### src/common/dfrs_pkg.sv
// Package of constants and types for the frequency reference selector
package dfrs_pkg;
	// ******************************************************************
	// Timing
	// ******************************************************************
	localparam int unsigned CLK_HZ         = 10_000_000;
	localparam int unsigned HOLD_MIN_MS    = 50;
	localparam int unsigned HOLD_MIN_CYC   =
		(CLK_HZ / 1000) * HOLD_MIN_MS;
	localparam int unsigned TICK_US        = 1000;
	localparam int unsigned TICK_CYC       = (CLK_HZ / 1000000) * TICK_US;

	// ******************************************************************
	// Widths and codes
	// ******************************************************************
	localparam int FW = 16;                  // Frequency, 0.01 Hz units
	localparam int PW = 11;                  // Percent, 0.1 % units
	localparam int TW = 16;                  // Ramp time, 0.1 s units
	localparam logic [5:0] FN_HOLD2W  = 6'h35;  // 53
	localparam logic [5:0] FN_3WIRE   = 6'h1a;  // 26
	localparam logic [3:0] AI2_ADD    = 4'ha;   // 10
	localparam logic [3:0] AI2_AUX    = 4'h0;
	localparam logic [1:0] PI_FREQREF = 2'h0;
	localparam logic [FW-1:0] FREQ_MAX_CODE = 16'he9fc; // 599.00 Hz
	localparam logic [PW-1:0] PCT_FULL = 11'h3e8;       // 100.0 %
	localparam logic [PW-1:0] PCT_MAX  = 11'h442;       // 109.0 %
	localparam logic [PW-1:0] PCT_UMIN = 11'h001;       // 0.1 %
	localparam logic [TW-1:0] TIME_MIN = 16'h0001;      // 0.1 s
	localparam logic [TW-1:0] TIME_MAX = 16'hea60;      // 6000.0 s
	localparam logic [2:0] AI_TYPE_RST = 3'h1;
	localparam logic [FW-1:0] UPDN_STEP = 16'h0001;

	typedef enum logic [1:0] {RUN_KEYPAD, RUN_TERM, RUN_COMM, RUN_PLC}
		dfrs_run_e;
	typedef enum logic [2:0] {
		SRC_KEYPAD, SRC_ANALOG, SRC_UPDN, SRC_COMM,
		SRC_PULSE, SRC_RSV5, SRC_RSV6, SRC_AI2AUX
	} dfrs_src_e;

	// Run command from one source
	typedef struct packed {
		logic run;
		logic rev;
	} dfrs_cmd_s;

	// Sampled analog and pulse values, already scaled to 0.01 Hz except ai2Pct
	typedef struct packed {
		logic [FW-1:0] ai1;
		logic [FW-1:0] ai2;
		logic [FW-1:0] ai2Pct;  // AI2 as 0.1 % of full scale
		logic [FW-1:0] pulse;
	} dfrs_meas_s;

	// Setting errors
	typedef struct packed {
		logic holdConflict;
		logic sourceConflict;
		logic setRange;
	} dfrs_err_s;

	// Ramp set handed to the ramp generator
	typedef struct packed {
		logic [TW-1:0] accel;
		logic [TW-1:0] decel;
		logic [1:0]    setIdx;
	} dfrs_ramp_s;
endpackage : dfrs_pkg

### src/hw/dfrs_select.sv
// Run source, frequency reference and ramp set selection logic
`timescale 1ns/1ns
`default_nettype none

// Contract
// - Code 53 on terminals three-eight enables hold mode
// - Hold inputs need 50 ms before acting
// - Codes 53 and 26 together raise hold conflict
// - Run source 2 serial, 3 built-in logic
// - Source codes decode keypad, analog, updown, comm, pulse
// - Analog source uses input one or two
// - Second input function 10 adds input two
// - Up raises, down lowers reference
// - Pulse function 0 uses scaled pulse frequency
// - Code 7 uses input two if function 0
// - Combine 0 main only, 1 main plus alternative
// - Combine with equal selectors raises source conflict
// - Keypad alternative uses speed-stage zero setting
// - Expose serial commanded frequency when comm selected
// - Retain flag saves serial frequency over power loss when comm selected
// - Sleep clamps PID to lower limit or zero
// - Upper limit percent of active motor maximum
// - Lower limit percent of active motor maximum
// - Start ramps from minimum up to lower limit
// - Upper below lower raises set-range error
// - Limits apply for every source
// - Four accel and four decel times
// - No terminal select: set four above switch-over
// - Two terminal bits pick ramp set
module dfrs_select
(
	input  wire logic                       mclk,
	input  wire logic                       srst,
	input  wire logic [7:0]                 termPins,
	input  wire logic [5:0]                 termFunc [8],
	input  wire dfrs_pkg::dfrs_run_e        runSrcSel,
	input  wire dfrs_pkg::dfrs_cmd_s        keypadCmd,
	input  wire dfrs_pkg::dfrs_cmd_s        commCmd,
	input  wire dfrs_pkg::dfrs_cmd_s        plcCmd,
	input  wire dfrs_pkg::dfrs_src_e        mainSrcSel,
	input  wire dfrs_pkg::dfrs_src_e        altSrcSel,
	input  wire logic                       combineMode,
	input  wire logic [2:0]                 aiSignalType,
	input  wire logic [3:0]                 ai2Function,
	input  wire logic [1:0]                 pulseFunction,
	input  wire dfrs_pkg::dfrs_meas_s       meas,
	input  wire logic [dfrs_pkg::FW-1:0]    keypadFreq,
	input  wire logic [dfrs_pkg::FW-1:0]    stage0Freq,
	input  wire logic                       commFreqWr,
	input  wire logic [dfrs_pkg::FW-1:0]    commFreqData,
	input  wire logic                       retainComm,
	input  wire logic [dfrs_pkg::FW-1:0]    commFreqSaved,
	input  wire logic                       termUp,
	input  wire logic                       termDown,
	input  wire logic                       upDownAssigned,
	input  wire logic                       sleeping,
	input  wire logic                       sleepLimitSel,
	input  wire logic [dfrs_pkg::FW-1:0]    pidOut,
	input  wire logic [dfrs_pkg::PW-1:0]    upperPct,
	input  wire logic [dfrs_pkg::PW-1:0]    lowerPct,
	input  wire logic                       motorTwo,
	input  wire logic [dfrs_pkg::FW-1:0]    maxFreqM1,
	input  wire logic [dfrs_pkg::FW-1:0]    maxFreqM2,
	input  wire logic [dfrs_pkg::FW-1:0]    minFreqM1,
	input  wire logic [dfrs_pkg::FW-1:0]    minFreqM2,
	input  wire logic                       starting,
	input  wire logic [dfrs_pkg::FW-1:0]    outFreq,
	input  wire logic [dfrs_pkg::FW-1:0]    switchOverFreq,
	input  wire logic [dfrs_pkg::TW-1:0]    accelTime [4],
	input  wire logic [dfrs_pkg::TW-1:0]    decelTime [4],
	input  wire logic                       rampSelBit1,
	input  wire logic                       rampSelBit2,
	input  wire logic                       rampSelUsed,
	output logic                            holdMode,
	output dfrs_pkg::dfrs_cmd_s             runCmd,
	output logic [2:0]                      aiTypeOut,
	output logic [dfrs_pkg::FW-1:0]         commFreqView,
	output logic                            commFreqViewValid,
	output logic                            commFreqSaveEn,
	output logic [dfrs_pkg::FW-1:0]         pidLimited,
	output logic [dfrs_pkg::FW-1:0]         targetFreq,
	output logic                            startFromMin,
	output logic [dfrs_pkg::FW-1:0]         startFreq,
	output dfrs_pkg::dfrs_ramp_s            ramp,
	output dfrs_pkg::dfrs_err_s             setErr
);
	import dfrs_pkg::*;

	// ******************************************************************
	// Functions
	// ******************************************************************
	// Percent of maximum (0.1 % units) to frequency
	function automatic logic [FW-1:0] pctOf(
		input logic [PW-1:0] pct,
		input logic [FW-1:0] fmax
	);
		logic [FW+PW-1:0] prod;
		prod = fmax * pct;
		pctOf = FW'(prod / (FW+PW)'(PCT_FULL));
	endfunction : pctOf

	// Saturating sum
	function automatic logic [FW-1:0] satAdd(
		input logic [FW-1:0] a,
		input logic [FW-1:0] b
	);
		logic [FW:0] s;
		s = {1'b0, a} + {1'b0, b};
		satAdd = s[FW] ? {FW{1'b1}} : s[FW-1:0];
	endfunction : satAdd

	// ******************************************************************
	// Input synchronisers and tick
	// ******************************************************************
	logic [7:0]  pinMeta_r;
	logic [7:0]  pinSync_r;
	logic [1:0]  updnMeta_r;
	logic [1:0]  updnSync_r;
	logic [13:0] tickCnt_r;
	logic        tick;

	// Two-stage sampling of terminal pins
	always_ff @(posedge mclk)
	begin
		pinMeta_r  <= termPins;
		pinSync_r  <= pinMeta_r;
		updnMeta_r <= {termDown, termUp};
		updnSync_r <= updnMeta_r;
	end

	// Control sample tick divider
	always_ff @(posedge mclk)
	begin
		if (srst || tick)
			tickCnt_r <= '0;
		else
			tickCnt_r <= tickCnt_r + 14'h0001;
	end
	assign tick = (tickCnt_r == 14'(TICK_CYC - 1));

	// ******************************************************************
	// Terminal modes and hold qualification
	// ******************************************************************
	logic [7:0] is53;
	logic [7:0] isHold;
	logic [7:0] is3w;
	logic       holdEn;
	logic       any3w;
	logic [2:0] qualIn;
	logic [2:0] qual_r;
	logic [19:0] holdCnt_r [3];

	// Per-terminal function decode
	genvar gi;
	generate
		for (gi = 0; gi < 8; gi++)
		begin : g_term
			assign is53[gi]   = (termFunc[gi] == FN_HOLD2W);
			assign isHold[gi] = (gi >= 2) && is53[gi];
			assign is3w[gi]   = (termFunc[gi] == FN_3WIRE);
		end
	endgenerate
	assign holdEn = |isHold;
	assign any3w  = |is3w;
	assign qualIn = {pinSync_r[4], pinSync_r[1], pinSync_r[0]};

	// 50 ms qualification of terminals one, two and five
	generate
		for (gi = 0; gi < 3; gi++)
		begin : g_qual
			always_ff @(posedge mclk)
			begin
				if (srst || !qualIn[gi])
				begin
					holdCnt_r[gi] <= '0;
					qual_r[gi]    <= 1'b0;
				end
				else if (holdCnt_r[gi] >= 20'(HOLD_MIN_CYC - 1))
					qual_r[gi] <= 1'b1;
				else
					holdCnt_r[gi] <= holdCnt_r[gi] + 20'h00001;
			end
		end
	endgenerate

	// ******************************************************************
	// Run command source
	// ******************************************************************
	dfrs_cmd_s termCmd;
	dfrs_cmd_s runNxt;
	logic      fwdIn;
	logic      revIn;

	// Hold mode uses qualified inputs, else raw synced inputs
	assign fwdIn = holdEn ? qual_r[0] : pinSync_r[0];
	assign revIn = holdEn ? qual_r[1] : pinSync_r[1];
	assign termCmd.run = fwdIn ^ revIn;
	assign termCmd.rev = revIn & ~fwdIn;
	assign runNxt = (runSrcSel == RUN_COMM) ? commCmd :
		(runSrcSel == RUN_PLC) ? plcCmd :
		(runSrcSel == RUN_TERM) ? termCmd : keypadCmd;

	// ******************************************************************
	// Serial frequency and up/down
	// ******************************************************************
	logic [FW-1:0] commFreq_r;
	logic [FW-1:0] updn_r;
	logic [FW-1:0] commClip;
	logic          commSel;

	assign commClip = (commFreqData > FREQ_MAX_CODE) ?
		FREQ_MAX_CODE : commFreqData;
	assign commSel = (mainSrcSel == SRC_COMM) || (altSrcSel == SRC_COMM);

	// Serial frequency, saved copy restored on reset when retained
	always_ff @(posedge mclk)
	begin
		if (srst)
			commFreq_r <= retainComm ? commFreqSaved : '0;
		else if (commFreqWr)
			commFreq_r <= commClip;
	end

	// Up/down reference accumulator, stepped each tick
	always_ff @(posedge mclk)
	begin
		if (srst)
			updn_r <= '0;
		else if (tick && upDownAssigned)
		begin
			if (updnSync_r[0] && !updnSync_r[1])
				updn_r <= satAdd(updn_r, UPDN_STEP);
			else if (updnSync_r[1] && !updnSync_r[0] && updn_r != '0)
				updn_r <= updn_r - UPDN_STEP;
		end
	end

	// ******************************************************************
	// Source decode and combine
	// ******************************************************************
	logic [FW-1:0] fmax;
	logic [FW-1:0] analogRef;
	logic [FW-1:0] ai2AuxRef;
	logic [FW-1:0] pulseRef;
	logic [FW-1:0] mainRef;
	logic [FW-1:0] altRef;
	logic [FW-1:0] sumRef;
	logic [FW-1:0] upLim;
	logic [FW-1:0] loLim;
	logic [FW-1:0] clampRef;
	logic [FW-1:0] updnRef;

	assign fmax = motorTwo ? maxFreqM2 : maxFreqM1;
	assign updnRef = upDownAssigned ? updn_r : '0;
	assign analogRef = (ai2Function == AI2_ADD) ?
		satAdd(meas.ai1, meas.ai2) : meas.ai1;
	assign ai2AuxRef = (ai2Function == AI2_AUX) ?
		pctOf(PW'(meas.ai2Pct), fmax) : '0;
	assign pulseRef = (pulseFunction == PI_FREQREF) ? meas.pulse : '0;

	// Reference for a given source code
	function automatic logic [FW-1:0] srcRef(
		input dfrs_src_e     sel,
		input logic [FW-1:0] keyVal, anaVal, udVal,
		input logic [FW-1:0] comVal, pulVal, auxVal
	);
		case (sel)
			SRC_KEYPAD:  srcRef = keyVal;
			SRC_ANALOG:  srcRef = anaVal;
			SRC_UPDN:    srcRef = udVal;
			SRC_COMM:    srcRef = comVal;
			SRC_PULSE:   srcRef = pulVal;
			SRC_AI2AUX:  srcRef = auxVal;
			default:     srcRef = '0;
		endcase
	endfunction : srcRef

	assign mainRef = srcRef(mainSrcSel, keypadFreq, analogRef, updnRef,
		commFreq_r, pulseRef, ai2AuxRef);
	assign altRef  = srcRef(altSrcSel, stage0Freq, analogRef,
		updnRef, commFreq_r, pulseRef, ai2AuxRef);
	assign sumRef  = combineMode ? satAdd(mainRef, altRef) : mainRef;

	// Limits for every source; if inverted, lower wins unless reference exceeds upper
	assign upLim = pctOf((upperPct > PCT_MAX) ? PCT_MAX :
		((upperPct < PCT_UMIN) ? PCT_UMIN : upperPct), fmax);
	assign loLim = pctOf((lowerPct > PCT_MAX) ? PCT_MAX : lowerPct,
		fmax);
	assign clampRef = (sumRef > upLim) ? upLim :
		((sumRef < loLim) ? loLim : sumRef);

	// ******************************************************************
	// Ramp set selection
	// ******************************************************************
	logic [1:0] rampIdx;
	logic [TW-1:0] accClip;
	logic [TW-1:0] decClip;

	assign rampIdx = rampSelUsed ? {rampSelBit2, rampSelBit1} :
		((outFreq >= switchOverFreq) ? 2'h3 : 2'h0);
	assign accClip = (accelTime[rampIdx] < TIME_MIN) ? TIME_MIN :
		((accelTime[rampIdx] > TIME_MAX) ? TIME_MAX : accelTime[rampIdx]);
	assign decClip = (decelTime[rampIdx] < TIME_MIN) ? TIME_MIN :
		((decelTime[rampIdx] > TIME_MAX) ? TIME_MAX : decelTime[rampIdx]);

	// ******************************************************************
	// Output registers
	// ******************************************************************
	// Errors and decoded modes, evaluated every cycle
	always_ff @(posedge mclk)
	begin
		if (srst)
		begin
			holdMode          <= 1'b0;
			runCmd            <= '0;
			setErr            <= '0;
			aiTypeOut         <= AI_TYPE_RST;
			commFreqView      <= '0;
			commFreqViewValid <= 1'b0;
			commFreqSaveEn    <= 1'b0;
		end
		else
		begin
			holdMode                 <= holdEn;
			runCmd                   <= runNxt;
			setErr.holdConflict      <= (|is53) && any3w;
			setErr.sourceConflict    <= combineMode &&
				(mainSrcSel == altSrcSel);
			setErr.setRange          <= upperPct < lowerPct;
			aiTypeOut                <= aiSignalType;
			commFreqView             <= commSel ? commFreq_r : '0;
			commFreqViewValid        <= commSel;
			commFreqSaveEn           <= commSel && retainComm;
		end
	end

	// Target, PID limit and ramp set, refreshed on tick
	always_ff @(posedge mclk)
	begin
		if (srst)
		begin
			targetFreq   <= '0;
			pidLimited   <= '0;
			startFromMin <= 1'b0;
			startFreq    <= '0;
			ramp         <= '0;
		end
		else if (tick)
		begin
			targetFreq   <= clampRef;
			pidLimited   <= !sleeping ? pidOut :
				(sleepLimitSel ? '0 : loLim);
			startFromMin <= starting && (lowerPct != '0);
			startFreq    <= motorTwo ? minFreqM2 : minFreqM1;
			ramp.accel   <= accClip;
			ramp.decel   <= decClip;
			ramp.setIdx  <= rampIdx;
		end
	end

endmodule : dfrs_select

`default_nettype wire

### config.mk
export PLATFORM = sky130hd
export DESIGN_NAME = dfrs_select
export DESIGN_NICKNAME = d
export VERILOG_FILES = /design/src/common/dfrs_pkg.sv /design/src/hw/dfrs_select.sv
export SDC_FILE = /design/constraint.sdc
export NUM_CORES = 2
export LEC_CHECK = 0
export BUFFER_PORTS_ARGS = -buffer_cell sky130_fd_sc_hd__buf_2
export CAP_MARGIN = 30
export CORE_MARGIN = 4
export CORE_UTILIZATION = 25
export CTS_CLUSTER_DIAMETER = 80
export DETAILED_ROUTE_END_ITERATION = 8
export PLACE_DENSITY = 0.5
export SLEW_MARGIN = 20
export SYNTH_ARGS = -nofsm -noshare
export SYNTH_HDL_FRONTEND = slang
export SYNTH_SLANG_ARGS = --single-unit
### constraint.sdc
create_clock -name mclk -period 28.6 [get_ports mclk]
set_clock_uncertainty 0.15 [all_clocks]
set_input_delay 1.43 -clock mclk [delete_from_list [all_inputs] [get_ports mclk]]
set_output_delay 1.43 -clock mclk [all_outputs]
set_load 0.02 [all_outputs]
==> metrics <==
total track usage=0.178; crit share post-route=0.931; Initial Utilization=0.252; Fmax achieved=37.6 MHz; fraction of registers with async set or reset after synthesis=0; register area share after synthesis=0.0990; largest net degree at the start of global routing=66; Final Net Count=7688; Synth top cells by count=nand2_1, nor2_1, inv_1; grt ovf=0; CTS tree=yes; worst reg2reg endpoint=targetFreq[11]; Worst EP required=28900 ps; CP max FO=28; kind of critical path=input port to flip-flop; Main synth FF type=dfxtp_1; routed vias/inst=5.29; H-tree Lvls=1; R2R depth=37; row count=159; synth top area cells=fa_1, ha_1, dfxtp_1, nand2_1, nor2_1; CORE AREA=188000 um^2; leading area contributor after synthesis=fa_1; later-pin clock latency in the skew report=560 ps; flops & latches, synth=206; number of max-cap violations=0; # port buffers=582; Critical R2R Launch=commFreq_r[0]; status=finished clean; Synth cell types=162; DIE HEIGHT=443 um; router iterations before antenna repair=6; Synth Warn #=0; share of the synthesized area in the top cell type=0.160; Worst EP arrival=26920 ps; syn avg cell area=7.76 um^2; crit-path most repeated cell=a21oi_1; Worst Hold Launch=updnMeta_r[0]; number of global-route vias before repair=46900; Area growth syn-to-layout=14.1%; final worst path period need=26620 ps; Clock transition at path regs=70 ps; DR WL/cell=20.2 um; maximum root-to-sink buffer count=3; RePlAce Congestion=0.977; final setup vio count=0; global-route wire length before repair=281000 um; Hold Vio Cnt, Final=0; layout cells sized above 1=0.165; Worst-Margin Slew=1170 ps; Worst Hold Path EP=updnSync_r[0]; CTS buffer count=24; EDFF count, synth=56; Critical Path Slowest Stage Cell=mux2_2; CTS sink count=206; Crit. End Element=flip-flop; flop-to-flop setup slack=21190 ps; # DRC=0; HPWL after detailed placement=152000 um; die width=443 um; Hold Path Class=flip-flop to flip-flop; initial antenna violation count=19; die area=196000 um^2; startpoint types=input port; CP peak stage delay=770 ps; IO Count=594; Final Max Slew Viols=0; root buffer cell=clkbuf_16; Routed Wire Length=183000 um; synthesized cell area=47300 um^2; Cells after Synth=6093; RSZ-0062 raised after global routing=no; most frequent cell after synthesis=nand2_1; Worst Hold Depth=0; Routed Antenna Nets=0; vias post-DR=47900; initial drt markers=3445; Rel. slew slack=0.214; setup TNS=0 ps
[cells by family (layout without fill, tap and decap cells)]
kind of cell / after synthesis / in the layout / synth area share
adder cells (fa/ha/maj): 681 / 681 / 0.239
flip-flops: 206 / 206 / 0.0990
AO/OA/AOI/OAI: 1606 / 1606 / 0.249
AND/OR/NAND/NOR: 2274 / 2274 / 0.237
other: 1 / 13 / 0.0000793
XOR/XNOR: 288 / 288 / 0.0560
buffers and inverters: 812 / 1271 / 0.0686
multiplexers: 225 / 225 / 0.0513
[timing repair]
item / CTS / global route
gates resized for setup: 0 / 5
setup buffers: 0 / 2
hold buffers: 0 / 0
endpoints found under the setup margin: 0 / 16
[how the worst max path moves through the flow]
stage                     startpoint             end  slack [ps]  depth (start not counted)
after floorplan             motorTwo  targetFreq[10]        4890                        102
after global placement      motorTwo  targetFreq[13]        1210                         96
after detailed placement    motorTwo  targetFreq[13]        1070                         94
after CTS                   motorTwo  targetFreq[13]        1580                         94
after global routing        motorTwo  targetFreq[12]          60                         98
final                       motorTwo  targetFreq[11]        1980                         96
[routing by layer]
metal	part of all wire	track usage
met1	0.45	0.237
met5	0.00014	0
met3	0.042	0.0170
met4	0.029	0.0444
met2	0.48	0.310
[area by class of cell]
class                   instances  area (um^2)
multi-input cells            5076        39500
clock buffers                  28          647
diodes                         11         27.5
inverters                     530         2000
clock inverters                15          145
repair buffers                698         3830
flip-flops and latches        206         4680
fillers                     20500       134000
well taps                    2495         3120
[worst max-delay path, delay by kind of cell]
kind | cells | cell delay, ps
AOI/OAI and AO/OA | 48 | 11730
xor gates and xnor gates | 3 | 830
adders and majority gates | 9 | 3690
buffers and inverters | 10 | 1410
muxes | 5 | 1990
and+or+nand+nor | 21 | 5710
[layout by cell type (no fill, tap or decap), types with 79 or more instances in the layout]
| cell type | n |
|---|---|
| a211oi_1 | 84 |
| a21oi_1 | 309 |
| and2_1 | 189 |
| buf_2 | 586 |
| buf_4 | 102 |
| dfxtp_1 | 150 |
| fa_1 | 377 |
| ha_1 | 291 |
| inv_1 | 514 |
| mux2i_1 | 128 |
| nand2_1 | 724 |
| nand3_1 | 161 |
| nand4_1 | 79 |
| nor2_1 | 517 |
| nor3_1 | 150 |
| o21ai_0 | 285 |
| xnor2_1 | 192 |
| xor2_1 | 81 |
[sequential cells by signal, summed over array words and instances, names as in the netlist]
register and flops:
startFreq 16, commFreqView 16, holdMode 1, commFreq_r 16, commFreqViewValid 1, tickCnt_r 14, aiTypeOut 3, runCmd 2
holdCnt_r 40, updn_r 16, qual_r 2, ramp 34, updnSync_r 2, setErr 3, pidLimited 16, pinSync_r 2
commFreqSaveEn 1, pinMeta_r 2, targetFreq 16, startFromMin 1, updnMeta_r 2
[metrics by stage]
step	hold slack (ps)	setup WS, ps	cell area [um^2]	cells	utilization
global placement	165	1210	53000	8987	0.282
floorplan	160	4890	47300	6094	-
finish	176	1980	54000	9059	0.287
detailed placement	164	1070	53000	8993	0.282
CTS	179	1580	53800	9036	0.286
global route	189	57.9	53900	9054	0.287
Power is left out: the tool's default activity adds up to more than one toggle a clock period on the data nets, which glitch-free logic cannot reach.
